==> src/amp_uv_pkg.sv <==
// Package for the shunt amplifier control and undervoltage fault block
package amp_uv_pkg;
    localparam int NUM_AMPS = 3;
    localparam logic [7:0] ADDR_CTRL = 8'h00;
    localparam logic [7:0] ADDR_CAL = 8'h04;
    localparam logic [7:0] ADDR_STATUS = 8'h08;
    localparam logic [7:0] ADDR_CFG = 8'h0C;
    localparam int CTRL_CLEAR_FAULTS = 0;
    localparam int CTRL_GATE_UV_OFF = 1;
    localparam int CTRL_AUTO_TRIM_EN = 2;
    localparam int CTRL_REF_DIV_OFF = 3;
    localparam int CTRL_FET_SENSE = 4;
    localparam int CTRL_LOWSIDE_MONITOR_REF_SELECT_SEL = 5;
    localparam int CTRL_GAIN_LSB = 6;
    localparam int ST_FAULT = 0;
    localparam int ST_SUPPLY_UV = 1;
    localparam int ST_GATE_UV = 2;
    localparam int ST_TRIM_BUSY = 3;
    localparam int ST_FAULT_OUT = 4;
    localparam logic [1:0] GAIN_MAX = 2'h3;
    localparam logic [7:0] CTRL_RESET = 8'h00;
    localparam int CLK_HZ = 10_000_000;
    localparam int TRIM_TIME_US = 50;
    localparam int TRIM_CYCLES = TRIM_TIME_US * (CLK_HZ / 1_000_000);
    localparam int RST_PULSE_MIN_US = 8;
    localparam int RST_PULSE_MAX_US = 40;
    localparam int RST_MIN_CYC = RST_PULSE_MIN_US * (CLK_HZ / 1_000_000);
    localparam int RST_MAX_CYC = RST_PULSE_MAX_US * (CLK_HZ / 1_000_000);
    typedef struct packed {
        logic motor_supply_uv;
        logic drain_sense_supply_uv;
        logic charge_pump_output_uv;
        logic lowside_gate_supply_uv;
    } uv_inputs_t;
    typedef struct packed {
        logic [NUM_AMPS-1:0] cal_short;
        logic [NUM_AMPS-1:0] load_off;
        logic [NUM_AMPS-1:0] pos_to_switch_node;
        logic [NUM_AMPS-1:0] amp_enable;
        logic lowside_monitor_ref_select_is_neg;
        logic ref_div_off;
        logic [1:0] gain_sel;
    } amp_ctrl_t;
    typedef enum logic [1:0] {
        HW_LEVEL_ZERO,
        HW_LEVEL_ONE,
        HW_LEVEL_TWO,
        HW_LEVEL_THREE
    } level4_t;
endpackage

==> src/shunt_amp_ctrl_and_uv_faults.sv <==
// Shunt amplifier sequencing and supply / gate-supply undervoltage fault logic
// Notes on behaviour
// Supply undervoltage: gates off, pump off, fault low
// Supply undervoltage latches global and supply flags
// Drive resumes; supply flag held until clear
// Gate-supply undervoltage: gates off, fault low
// Gate-supply undervoltage latches global and gate flags
// Drive resumes; gate flag held until clear
// Disable bit kills gate-supply protection; pin variant always
// Calibration bit shorts inputs, disconnects load
// Manual calibration accepted at any time
// Manual calibration only on serial variant
// Auto trim starts when reference becomes good
// Controller waits 50 us for power-up trim
// Calibration write reruns trim when auto-trim enabled
// All amplifiers at maximum gain during trim
// Gain chooses among four settings
// Reference divider removal gives unidirectional sensing
// Drop-sense routes positive input to switch node
// Drop-sense forces low-side reference to negative input
// Drop-sense amp enabled after drive timer ends
// Drop-sense shorts inputs when low-side commanded off
// Pin variant decodes four-level and seven-level inputs
// Fault output is open-drain, pull low only
// Clear by register bit or enable low pulse
// Fault output low while any undervoltage active; a gate-supply undervoltage with the disable bit set leaves it released
module shunt_amp_ctrl_and_uv_faults
    import amp_uv_pkg::*;
#(
    parameter bit SERIAL_VARIANT = 1'b1,
    parameter int TRIM_CYC = TRIM_CYCLES
) (
    input wire logic clk,
    input wire logic arst_n,
    input wire logic [7:0] addr,
    input wire logic [7:0] wdata,
    input wire logic wr_en,
    input wire logic rd_en,
    output logic [7:0] rdata,
    input wire uv_inputs_t uv_in,
    input wire logic ref_good,
    input wire logic enable_pin,
    input wire logic [NUM_AMPS-1:0] lowside_on_cmd,
    input wire logic [NUM_AMPS-1:0] drive_timer_done,
    input wire level4_t gain_pin_level,
    input wire level4_t mode_pin_level,
    input wire logic [2:0] drive_current_select,
    input wire logic [2:0] drain_source_level_select,
    output logic gates_off,
    output logic charge_pump_off,
    output logic fault_out_n_o,
    output logic fault_out_n_oe_n,
    output amp_ctrl_t amp_ctrl,
    output logic [1:0] mode_sel,
    output logic [2:0] drive_current_level,
    output logic [2:0] drain_source_level
);
    // The counters and read-back packing are sized for these ranges only
    if (TRIM_CYC < 1 || TRIM_CYC > 65535) begin
        $error("TRIM_CYC out of range");
    end
    if (NUM_AMPS != 3 || RST_MAX_CYC >= 1023) begin
        $error("package constants do not fit the counters");
    end

    // Pin and analog comparator inputs come from outside the clock domain
    logic [3:0] uv_s1_r, uv_s2_r;
    logic ref_s1_r, ref_s2_r, en_s1_r, en_s2_r;
    logic [NUM_AMPS-1:0] ls_s1_r, ls_s2_r, dt_s1_r, dt_s2_r;
    logic [1:0] gain_s1_r, gain_s2_r, mode_s1_r, mode_s2_r;
    logic [2:0] idr_s1_r, idr_s2_r, vds_s1_r, vds_s2_r;
    always_ff @(posedge clk or negedge arst_n) begin
        if (!arst_n) begin
            uv_s1_r <= 4'h0;
            uv_s2_r <= 4'h0;
            ref_s1_r <= 1'b0;
            ref_s2_r <= 1'b0;
            en_s1_r <= 1'b1;
            en_s2_r <= 1'b1;
            ls_s1_r <= '0;
            ls_s2_r <= '0;
            dt_s1_r <= '0;
            dt_s2_r <= '0;
            gain_s1_r <= 2'h0;
            gain_s2_r <= 2'h0;
            mode_s1_r <= 2'h0;
            mode_s2_r <= 2'h0;
            idr_s1_r <= 3'h0;
            idr_s2_r <= 3'h0;
            vds_s1_r <= 3'h0;
            vds_s2_r <= 3'h0;
        end else begin
            uv_s1_r <= uv_in;
            uv_s2_r <= uv_s1_r;
            ref_s1_r <= ref_good;
            ref_s2_r <= ref_s1_r;
            en_s1_r <= enable_pin;
            en_s2_r <= en_s1_r;
            ls_s1_r <= lowside_on_cmd;
            ls_s2_r <= ls_s1_r;
            dt_s1_r <= drive_timer_done;
            dt_s2_r <= dt_s1_r;
            gain_s1_r <= gain_pin_level;
            gain_s2_r <= gain_s1_r;
            mode_s1_r <= mode_pin_level;
            mode_s2_r <= mode_s1_r;
            idr_s1_r <= drive_current_select;
            idr_s2_r <= idr_s1_r;
            vds_s1_r <= drain_source_level_select;
            vds_s2_r <= vds_s1_r;
        end
    end

    uv_inputs_t uv_sync;
    assign uv_sync = uv_s2_r;

    // Register file
    logic [7:0] ctrl_r;
    logic [NUM_AMPS-1:0] cal_r;
    logic supply_uv_flag_r, gate_supply_uv_flag_r;
    logic trim_busy_r;
    logic clear_faults_bit;
    logic cal_write;
    assign clear_faults_bit = SERIAL_VARIANT && wr_en && addr == ADDR_CTRL
        && wdata[CTRL_CLEAR_FAULTS];
    assign cal_write = SERIAL_VARIANT && wr_en && addr == ADDR_CAL;

    always_ff @(posedge clk or negedge arst_n) begin
        if (!arst_n) begin
            ctrl_r <= CTRL_RESET;
        end else if (SERIAL_VARIANT && wr_en && addr == ADDR_CTRL) begin
            ctrl_r <= {wdata[7:1], 1'b0};
        end
    end

    // Calibration bits accepted regardless of switching state
    always_ff @(posedge clk or negedge arst_n) begin
        if (!arst_n) begin
            cal_r <= '0;
        end else if (cal_write) begin
            cal_r <= wdata[NUM_AMPS-1:0];
        end
    end

    // Enable low pulse of the reset width clears faults on its rising edge
    logic [9:0] en_low_cnt_r;
    logic en_pulse_clear;
    always_ff @(posedge clk or negedge arst_n) begin
        if (!arst_n) begin
            en_low_cnt_r <= 10'h000;
        end else if (!en_s2_r) begin
            if (en_low_cnt_r != 10'h3FF) begin
                en_low_cnt_r <= en_low_cnt_r + 10'h001;
            end
        end else begin
            en_low_cnt_r <= 10'h000;
        end
    end
    assign en_pulse_clear = en_s2_r && en_low_cnt_r >= 10'(RST_MIN_CYC)
        && en_low_cnt_r <= 10'(RST_MAX_CYC);
    logic clear_any;
    assign clear_any = clear_faults_bit || en_pulse_clear;

    logic gate_uv_protect_off;
    assign gate_uv_protect_off = SERIAL_VARIANT && ctrl_r[CTRL_GATE_UV_OFF];
    logic supply_uv_now, gate_uv_now;
    assign supply_uv_now = uv_sync.motor_supply_uv || uv_sync.drain_sense_supply_uv;
    assign gate_uv_now = !gate_uv_protect_off
        && (uv_sync.charge_pump_output_uv || uv_sync.lowside_gate_supply_uv);

    // Set wins over clear so an event in the clearing cycle is kept
    always_ff @(posedge clk or negedge arst_n) begin
        if (!arst_n) begin
            supply_uv_flag_r <= 1'b0;
        end else if (supply_uv_now) begin
            supply_uv_flag_r <= 1'b1;
        end else if (clear_any) begin
            supply_uv_flag_r <= 1'b0;
        end
    end

    always_ff @(posedge clk or negedge arst_n) begin
        if (!arst_n) begin
            gate_supply_uv_flag_r <= 1'b0;
        end else if (gate_uv_now) begin
            gate_supply_uv_flag_r <= 1'b1;
        end else if (clear_any) begin
            gate_supply_uv_flag_r <= 1'b0;
        end
    end

    // Protective action follows live conditions, so drive resumes unaided
    always_ff @(posedge clk or negedge arst_n) begin
        if (!arst_n) begin
            gates_off <= 1'b1;
            charge_pump_off <= 1'b1;
            fault_out_n_o <= 1'b0;
            fault_out_n_oe_n <= 1'b1;
        end else begin
            gates_off <= supply_uv_now || gate_uv_now;
            charge_pump_off <= supply_uv_now;
            fault_out_n_o <= 1'b0;
            fault_out_n_oe_n <= !(supply_uv_now || gate_uv_now);
        end
    end

    // Trim sequencer
    typedef enum logic [1:0] {TRIM_WAIT_REF, TRIM_RUN, TRIM_IDLE} trim_state_t;
    trim_state_t trim_state_r;
    logic [15:0] trim_cnt_r;
    logic rerun_req;
    assign rerun_req = cal_write && ctrl_r[CTRL_AUTO_TRIM_EN] && wdata[NUM_AMPS-1:0] != '0;

    always_ff @(posedge clk or negedge arst_n) begin
        if (!arst_n) begin
            trim_state_r <= TRIM_WAIT_REF;
            trim_cnt_r <= 16'h0000;
        end else begin
            unique case (trim_state_r)
                TRIM_WAIT_REF: begin
                    if (ref_s2_r) begin
                        trim_state_r <= TRIM_RUN;
                        trim_cnt_r <= 16'h0000;
                    end
                end
                TRIM_RUN: begin
                    if (trim_cnt_r == 16'(TRIM_CYC - 1)) begin
                        trim_state_r <= TRIM_IDLE;
                    end else begin
                        trim_cnt_r <= trim_cnt_r + 16'h0001;
                    end
                end
                TRIM_IDLE: begin
                    if (rerun_req) begin
                        trim_state_r <= TRIM_RUN;
                        trim_cnt_r <= 16'h0000;
                    end
                end
                default: begin
                    trim_state_r <= TRIM_WAIT_REF;
                end
            endcase
        end
    end
    always_ff @(posedge clk or negedge arst_n) begin
        if (!arst_n) begin
            trim_busy_r <= 1'b0;
        end else begin
            trim_busy_r <= trim_state_r == TRIM_RUN;
        end
    end

    // Amplifier control, including drop-sense sequencing per phase
    logic [1:0] gain_cfg;
    assign gain_cfg = SERIAL_VARIANT ? ctrl_r[CTRL_GAIN_LSB +: 2] : gain_s2_r;
    logic fet_drop_sense_enable;
    assign fet_drop_sense_enable = SERIAL_VARIANT && ctrl_r[CTRL_FET_SENSE];
    logic manual_cal;
    assign manual_cal = !ctrl_r[CTRL_AUTO_TRIM_EN];
    always_ff @(posedge clk or negedge arst_n) begin
        if (!arst_n) begin
            amp_ctrl <= '0;
        end else begin
            for (int i = 0; i < NUM_AMPS; i++) begin
                amp_ctrl.load_off[i] <= manual_cal && cal_r[i];
                amp_ctrl.cal_short[i] <= (manual_cal && cal_r[i])
                    || (fet_drop_sense_enable && !ls_s2_r[i]);
                amp_ctrl.pos_to_switch_node[i] <= fet_drop_sense_enable;
                amp_ctrl.amp_enable[i] <= !fet_drop_sense_enable
                    || (ls_s2_r[i] && dt_s2_r[i]);
            end
            amp_ctrl.lowside_monitor_ref_select_is_neg <= fet_drop_sense_enable
                || (SERIAL_VARIANT && ctrl_r[CTRL_LOWSIDE_MONITOR_REF_SELECT_SEL]);
            amp_ctrl.ref_div_off <= SERIAL_VARIANT && ctrl_r[CTRL_REF_DIV_OFF];
            amp_ctrl.gain_sel <= (trim_state_r == TRIM_RUN) ? GAIN_MAX : gain_cfg;
        end
    end

    // Pin-variant level decode; seven-level pins arrive as codes 0..7, code 7 read as 6
    always_ff @(posedge clk or negedge arst_n) begin
        if (!arst_n) begin
            mode_sel <= 2'h0;
            drive_current_level <= 3'h0;
            drain_source_level <= 3'h0;
        end else begin
            mode_sel <= mode_s2_r;
            drive_current_level <= (idr_s2_r == 3'h7) ? 3'h6 : idr_s2_r;
            drain_source_level <= (vds_s2_r == 3'h7) ? 3'h6 : vds_s2_r;
        end
    end

    // Read port, data one cycle after the strobe; unmapped reads zero
    always_ff @(posedge clk or negedge arst_n) begin
        if (!arst_n) begin
            rdata <= 8'h00;
        end else if (rd_en) begin
            unique case (addr)
                ADDR_CTRL: rdata <= ctrl_r;
                ADDR_CAL: rdata <= {5'h00, cal_r};
                ADDR_STATUS: rdata <= {3'h0, !fault_out_n_oe_n, trim_busy_r,
                    gate_supply_uv_flag_r, supply_uv_flag_r,
                    supply_uv_flag_r || gate_supply_uv_flag_r};
                ADDR_CFG: rdata <= {7'h00, SERIAL_VARIANT};
                default: rdata <= 8'h00;
            endcase
        end else begin
            rdata <= 8'h00;
        end
    end

    // Checks watch the registered outputs one edge after the cause
    AST_SUPPLY_FLAG: assert property (@(posedge clk) disable iff (!arst_n)
        supply_uv_now |=> supply_uv_flag_r)
        else $error("supply flag not set");
    AST_SUPPLY_HOLD: assert property (@(posedge clk) disable iff (!arst_n)
        supply_uv_flag_r && !clear_any |=> supply_uv_flag_r)
        else $error("supply flag lost");
    AST_GATE_FLAG: assert property (@(posedge clk) disable iff (!arst_n)
        gate_uv_now |=> gate_supply_uv_flag_r && gates_off)
        else $error("gate flag not set");
    AST_GATE_HOLD: assert property (@(posedge clk) disable iff (!arst_n)
        gate_supply_uv_flag_r && !clear_any |=> gate_supply_uv_flag_r)
        else $error("gate flag lost");
    AST_GATE_PIN: assert property (@(posedge clk) disable iff (!arst_n)
        gate_uv_now |=> !fault_out_n_oe_n)
        else $error("gate uv not reported on pin");
    AST_GATE_OFF: assert property (@(posedge clk) disable iff (!arst_n)
        gate_uv_protect_off && !supply_uv_now |=> !gates_off)
        else $error("gate protection active while disabled");
    AST_DISABLE_FLAG: assert property (@(posedge clk) disable iff (!arst_n)
        gate_uv_protect_off && !gate_supply_uv_flag_r |=> !gate_supply_uv_flag_r)
        else $error("gate flag set while disabled");
    AST_CLEAR: assert property (@(posedge clk) disable iff (!arst_n)
        clear_any && !supply_uv_now && !gate_uv_now
        |=> !supply_uv_flag_r && !gate_supply_uv_flag_r)
        else $error("flags not cleared");
    AST_PUMP_OFF: assert property (@(posedge clk) disable iff (!arst_n)
        supply_uv_now |=> charge_pump_off && gates_off && !fault_out_n_oe_n)
        else $error("supply uv not acted on");
    AST_RESUME: assert property (@(posedge clk) disable iff (!arst_n)
        !supply_uv_now && !gate_uv_now |=> fault_out_n_oe_n && !gates_off)
        else $error("no resume");
    AST_MAXGAIN: assert property (@(posedge clk) disable iff (!arst_n)
        trim_state_r == TRIM_RUN |=> amp_ctrl.gain_sel == GAIN_MAX)
        else $error("gain not max in trim");
    AST_GAIN_CFG: assert property (@(posedge clk) disable iff (!arst_n)
        trim_state_r != TRIM_RUN |=> amp_ctrl.gain_sel == $past(gain_cfg))
        else $error("gain not as configured");
    AST_TRIM_START: assert property (@(posedge clk) disable iff (!arst_n)
        trim_state_r == TRIM_WAIT_REF && ref_s2_r |=> trim_state_r == TRIM_RUN)
        else $error("trim not started");
    AST_CAL_MODE: assert property (@(posedge clk) disable iff (!arst_n)
        manual_cal |=> amp_ctrl.load_off == $past(cal_r)
        && (amp_ctrl.cal_short & $past(cal_r)) == $past(cal_r))
        else $error("calibration mode not applied");
    AST_REF_DIV: assert property (@(posedge clk) disable iff (!arst_n)
        SERIAL_VARIANT && ctrl_r[CTRL_REF_DIV_OFF] |=> amp_ctrl.ref_div_off)
        else $error("reference divider not removed");
    AST_DROP_ROUTE: assert property (@(posedge clk) disable iff (!arst_n)
        fet_drop_sense_enable |=> amp_ctrl.pos_to_switch_node == '1
        && amp_ctrl.amp_enable == ($past(ls_s2_r) & $past(dt_s2_r)))
        else $error("drop-sense routing wrong");
    AST_DROP_SHORT: assert property (@(posedge clk) disable iff (!arst_n)
        fet_drop_sense_enable |=> (amp_ctrl.cal_short | $past(ls_s2_r)) == '1)
        else $error("off phase not shorted");
    AST_LSREF: assert property (@(posedge clk) disable iff (!arst_n)
        fet_drop_sense_enable |=> amp_ctrl.lowside_monitor_ref_select_is_neg)
        else $error("low-side ref not forced");
    AST_OD: assert property (@(posedge clk) disable iff (!arst_n)
        $past(arst_n) |-> !fault_out_n_o)
        else $error("fault pin driven high");
    COV_UV: cover property (@(posedge clk) disable iff (!arst_n) supply_uv_now);
    COV_GATE_SUPPLY_UV_FLAG: cover property (@(posedge clk) disable iff (!arst_n) gate_uv_now);
    COV_RERUN: cover property (@(posedge clk) disable iff (!arst_n) rerun_req);
    COV_PULSE: cover property (@(posedge clk) disable iff (!arst_n) en_pulse_clear);
    COV_DROP: cover property (@(posedge clk) disable iff (!arst_n)
        fet_drop_sense_enable && dt_s2_r != '0);
endmodule

==> config.mk <==
export PLATFORM = sky130hd
export DESIGN_NAME = shunt_amp_ctrl_and_uv_faults
export DESIGN_NICKNAME = d
export VERILOG_FILES = /design/src/amp_uv_pkg.sv /design/src/shunt_amp_ctrl_and_uv_faults.sv
export SDC_FILE = /design/constraint.sdc
export NUM_CORES = 1
export LEC_CHECK = 0
export BUFFER_PORTS_ARGS = -buffer_cell sky130_fd_sc_hd__buf_2
export CORE_MARGIN = 3
export CORE_UTILIZATION = 54
export CTS_CLUSTER_SIZE = 14
export DETAILED_ROUTE_END_ITERATION = 8
export PLACE_DENSITY = 0.89
export RECOVER_POWER = 100
export SLEW_MARGIN = 20
export SYNTH_ARGS = -nofsm -noshare
export SYNTH_HDL_FRONTEND = slang
export SYNTH_SLANG_ARGS = --single-unit
==> constraint.sdc <==
create_clock -name clk -period 2.23 [get_ports clk]
set_clock_uncertainty 0.15 [all_clocks]
set_input_delay 0.446 -clock clk [delete_from_list [all_inputs] [get_ports clk]]
set_output_delay 0.446 -clock clk [all_outputs]
set_load 0.05 [all_outputs]
==> run metrics, run 1 <==
status finished clean; H-tree depth 4; port bufs 74; routed len/inst 19.19 um; Flop pwr share 0.430; iteration count of the initial detailed-routing pass 6; Worst Path Max Fanout 12; vias in the first global route 3255; crit start category flop; worst skew pair latency 530 ps; count leader, synth dfrtp_1; CP arrival 2420 ps; synth top area cells dfrtp_1 65%, dfstp_2 3.1%, mux2_2 2.7%, nor2_1 2.1%, nand2_1 2.0%; max cap viols 0; final setup fails 0; Core Area 7408 um2; post-DR vias/cell between 5 and 6; Post-Synthesis Cells 334; WS Path Type flop to flop; Reg-to-Reg Start trim_cnt_r[9]; post-route ant nets 0; Syn Area/Cell 12.55 um2; Reg2Reg Setup Slack 90 ps; hold endpoint ctrl_r[6]; min-delay worst type input pin to flop; CTS buffer count 17; gpl congestion approximately 0.85; Max Clk Rate approximately 470 MHz; CTS tree done; CTS sink cnt approximately 110; diode count 0; area grow syn2layout 28.80%; share of layout cells above drive strength 1 0.1960; switching share of power 0.2800; Gate power share 0.106; FF+latch count, synth around 110; die width 94.12 um; yosys warns 0; final worst path period need 2138 ps; Synth top area share 0.6506; Cell Area, Synth around 4200 um2; Starting DRT DRC Count 367; hold wc startpoint wdata[6]; initial antenna violation count 0; Register-to-Register Path Depth 6; Worst VDD drop around 0.84 mV; P per Cell Area 1051 nW/um2; Psw 0.001589 W; clk buf depth 2; DP HPWL 5700 um; clock power share 0.463; Slew HR 0.3050; register clock-pin slew on the reported worst setup and hold paths approximately 60 ps; Final period util 0.9588; leading area contributor after synthesis dfrtp_1; Site Rows 31; vias after detailed routing 3154; met2 GRT Util 0.4500; full die area 8858 um2; fraction of registers with async set/reset 1.000; largest net degree at the start of global routing 46; RSZ-0062 raised after global routing false; CP required 2520 ps; Initial Util 0.5660; first-pass GRT wire length 17000 um; DRC Markers 0; Post-synth EDFFs 0; sequential area share after synthesis 0.6819; Pint 0.004087 W; Root Driver clkbuf_8; grt ovf 0; Cell variety after synth 45; total wire length roughly 11000 um; I/O pins just under 80; R2R Path End trim_cnt_r[12]; Setup TNS 0 ps; met3 usage 0.07933; leakage about 2.5 nW; synth cell count leaders 109 x dfrtp_1, 24 x nor2_1, 22 x nand2_1; global-route met1 utilization 0.2880; Layout Nets 486; Min-Delay Path Depth 2; Chip Height 94.12 um; GRT busiest layer met2; Slew Viols, Final 0; global-route usage over all layers 0.2615; syn_nets between 300 and 400; Critical Path End Type flop; Final Hold Fails 0; hold_ws 13.32 ps; prevailing post-synth register cell dfrtp_1; Worst Tran Pin Value between 1000 and 1500 ps
## worst max-delay path, stage by stage (launching register included)
cell     delay [ps]
dfrtp_1         450
nor4_1          490
and4_1          300
buf_4           190
o21ai_2          80
and2_4          210
a31oi_1         180
## worst max path at each step
| stage | startpoint | endpoint | slack (ps) | cells after the start |
|---|---|---|---|---|
| 2_1_floorplan | trim_cnt_r[0] | trim_cnt_r[11] | 330 | 8 |
| 3_3_place_gp | trim_cnt_r[0] | trim_cnt_r[11] | 110 | 6 |
| 3_5_place_dp | addr[1] | trim_cnt_r[10] | 20 | 6 |
| 4_1_cts | trim_cnt_r[13] | trim_cnt_r[12] | 110 | 6 |
| 5_1_grt | trim_cnt_r[9] | trim_cnt_r[6] | 20 | 6 |
| 6_report | trim_cnt_r[9] | trim_cnt_r[12] | 90 | 6 |
## logic make-up after synthesis
group                      share of synthesized area
buffers and inverters                        0.03283
xor gates and xnor gates                     0.01462
other                                      0.0008944
and+or+nand+nor                               0.1376
AOI/OAI and AO/OA                            0.07968
muxes                                        0.04357
adders and majority gates                   0.008954
DFF                                           0.6819
## stage by stage
stage	instance area [um2]	power [W]	instances	setup WS, ps	utilization
2_1_floorplan	4193	0.002795	334	330.7	-
3_3_place_gp	4698	0.002973	499	112.0	0.6342
3_5_place_dp	4698	0.003019	499	23.18	0.6342
4_1_cts	5495	0.005665	553	107.0	0.7418
5_1_grt	5400	0.005868	553	23.26	0.7289
6_report	5400	0.005676	553	91.94	0.7289
## per-layer routing
metal  routed length, um  share of wire  vias to the layer above
met2                5564           0.52                      198
met5                   0              0                        -
met3                 748          0.070                       56
met1                3804           0.36                     1540
li1                    -              -                     1360
met4                 497          0.047                        0
## timing repair
item	CTS	global route
hold buffers	22	0
hold endpoints to repair	61	0
resized for setup	1	1
endpoints found under the setup margin	1	13
buffers inserted	0	0
## power by group through the flow
stage / clock (W) / combinational [W] / sequential (W)
3_5_place_dp: 0 / 0.000570 / 0.00245
3_3_place_gp: 0 / 0.000539 / 0.00243
2_1_floorplan: 0 / 0.000290 / 0.00250
5_1_grt: 0.00274 / 0.000669 / 0.00246
4_1_cts: 0.00263 / 0.000612 / 0.00242
6_report: 0.00263 / 0.000604 / 0.00244
## state kept, by name (all words and copies together), names as in the netlist, 2 cells and up
signal and cells:
amp_ctrl 14, cal_r 3, ctrl_r 7, drain_source_level 3, drive_current_level 3, dt_s1_r 3
dt_s2_r 3, en_low_cnt_r 10, idr_s1_r 3, idr_s2_r 3, ls_s1_r 3, ls_s2_r 3
mode_s1_r 2, mode_s2_r 2, mode_sel 2, rdata 8, trim_cnt_r 16, trim_state_r 2
uv_s1_r 4, uv_s2_r 4, vds_s1_r 3, vds_s2_r 3
## cells in the final DEF, fill, tap and decap left out, types with 7 or more instances in the layout
master         count
nor2_1            23
mux2i_1            7
nand2_1           22
nor2b_1            8
a21oi_1           16
dfrtp_1          109
clkbuf_16         16
nor3_1            11
clkbuf_1          42
buf_2             35
and3_1            12
dlygate4sd3_1     22
inv_1             13
a31oi_1            9
o21ai_0            8
mux2_2             7
## final cells by class
cell class              instances  area, um2
clock inverters                14      156.4
clock buffers                  18      417.9
fillers                       456       2008
flip-flops and latches        114       2859
repair buffers                104      589.3
inverters                      13      48.80
well taps                      99      123.9
multi-input cells             191       1205
No activity file was read; power rests on OpenSTA's default activity.
==> run 2, diff against run 1 <==
- CORE_UTILIZATION: 54 -> 55
- CTS_BUF_LIST: not set -> sky130_fd_sc_hd__clkbuf_4
- PLACE_DENSITY: 0.89 -> 0.84
==> run 2 against run 1 <==
Clock power is 38% lower. Worst hold slack improved by 43 ps. Sequential share of layout area up 2.3 points. Global-route usage fell by 4.4 points. Sequential cell count did not move. Combinational power is 4.8% lower. First-iteration DRC count shrank 66%. Fmax increased by 5.1%. Design area is 4.1% lower.
==> run metrics, run 2 (synthesis gave the netlist of run 1 again) <==
status finished clean; max cap viols 0 (unchanged); Site Rows 31 (unchanged); diode count 0 (unchanged); Core Area 7331 um2 (-1.0%); iteration count of the initial detailed-routing pass 5 (-1); vias after detailed routing 2957 (-6.2%); # Post-CTS Setup Buffers 0 (unchanged); worst skew pair latency 490 ps (-40 ps); Worst Tran Pin Value 877.3 ps (-165.2 ps); Max Clk Rate 491.3 MHz (+5.1%); RSZ-0062 raised after global routing false; total wire length 8644 um (-19%); gpl congestion 0.8211 (-3.7%); CTS sink cnt 114 (unchanged); biggest regs trim_cnt_r x16, amp_ctrl x14, en_low_cnt_r x10; Slew Viols, Final 0 (unchanged); first-pass GRT wire length 14140 um (-17%); max reg flops 16 (unchanged); Worst Path Max Fanout 9 (-3); DP HPWL 5523 um (-3.1%); Slew HR 0.4151 (+0.1101); Worst VDD drop 0.5436 mV (-35%); I/O pins 78 (unchanged); register clock-pin slew on the reported worst setup and hold paths 110 ps (+50 ps); vias in the first global route 3019 (-7.3%); CP required 2460 ps (-60 ps); area grow syn2layout 23.46%; post-DR vias/cell 5.299 (-7.1%); critical path cell sequence buf_2, nor4_1, and2_0, and3b_1, clkbuf_1, mux2_2; Setup TNS 0 ps (unchanged); clk buf depth 2 (unchanged); slowest stage delay, CP 440 ps (-50 ps); Starting DRT DRC Count 124 (-66%); Top reg by flops trim_cnt_r; Final Hold Fails 0 (unchanged); hold_ws 56.43 ps (+43.12 ps); Critical Path End Type flop; H-tree depth 4 (unchanged); initial antenna violation count 0 (unchanged); Final period util 0.9127 (-0.04610); slowest cell on the critical path clkbuf_1; port bufs 74 (unchanged); routed len/inst 15.49 um (-19%); Layout Nets 491 (+1.0%); CP arrival 2270 ps (-150 ps); DRC Markers 0 (unchanged); final setup fails 0 (unchanged); WS Path Type input pin to flop; crit start category input pin; share of layout cells above drive strength 1 0.2070 (+0.01094); P per Cell Area 893.6 nW/um2 (-15%); leakage 2.436 nW (-3.1%); grt ovf 0 (unchanged); die width 93.31 um (-0.86%); final worst path period need 2035 ps (-102.8 ps); Chip Height 93.31 um (-0.86%); min-delay worst type input pin to flop; largest net degree at the start of global routing 38 (-17%); CTS tree done; Initial Util 0.5719 (+0.005989); most common cell after layout, fill and taps aside dfrtp_1; global-route usage over all layers 0.2176 (-0.04397); CTS buffer count 17 (unchanged); post-route ant nets 0 (unchanged); Root Driver clkbuf_4; full die area 8707 um2 (-1.7%); most frequent cells in the layout 109 x dfrtp_1, 37 x buf_2, 37 x clkbuf_1
[run 2: cell types whose count changed in the layout (fill, tap and decap cells not counted), sizes merged]
cell,change
dlygate4sd3,+4
bufinv,+1
clkinvlp,-3
buf,+2
clkinv,+2
clkbuf,-1
[run 2: worst paths after layout]
check	end	slack, ps	startpoint	depth (start not counted)
min in group asynchronous	trim_cnt_r[3]	380	arst_n	2
worst min register to register	idr_s2_r[2]	210	idr_s1_r[2]	0
max in group asynchronous	uv_s2_r[3]	230	arst_n	3
worst min-delay path	cal_r[2]	60	wdata[2]	2
worst max-delay path	ctrl_r[7]	190	addr[1]	6
worst max register to register	trim_cnt_r[12]	210	trim_cnt_r[13]	6
[run 2: layer usage]
metal / global-route usage / wire length (um) / vias up
li1: - / - / 1383
met1: 0.2408 / 3378 / 1453
met2: 0.3848 / 4578 / 107
met3: 0.06758 / 534 / 14
met4: 0.09280 / 153 / 0
met5: 0 / 0 / -
[run 2: cell type report]
type	instances	area [um2]
flip-flops and latches	114	2859
fillers	504	2155
multi-input cells	191	1195
inverters	13	48.80
well taps	99	123.9
clock inverters	14	180.2
clock buffers	18	135.1
repair buffers	109	634.4
[run 2: power by group]
part	switching, W	leakage, nW	total, W	internal [W]
Combinational	0.000342	0.883	0.000575	0.000233
Sequential	0.000166	1.39	0.00241	0.00225
Clock	0.000832	0.165	0.00164	0.000807
[run 2: critical path: cells and delay by family]
| kind | cells | cell delay, ps |
|---|---|---|
| buffers and inverters | 2 | 540 |
| and+or+nand+nor | 3 | 880 |
| muxes | 1 | 400 |
[run 2: what timing repair did]
action                                 CTS  global route
setup endpoints to repair                0             8
gates resized for setup                  0             1
hold buffers                            23             3
endpoints found under the hold margin   49             3
[run 2: stage by stage]
stage,power [W],utilization,cells,cell area (um2),setup WS (ps)
after global routing,0.004867,0.7061,558,5176,20.28
after detailed placement,0.003002,0.6402,500,4693,19.01
final,0.004625,0.7061,558,5176,194.8
after floorplan,0.002795,-,334,4193,330.7
after CTS,0.004668,0.7146,555,5239,37.30
after global placement,0.002973,0.6402,500,4693,112.0
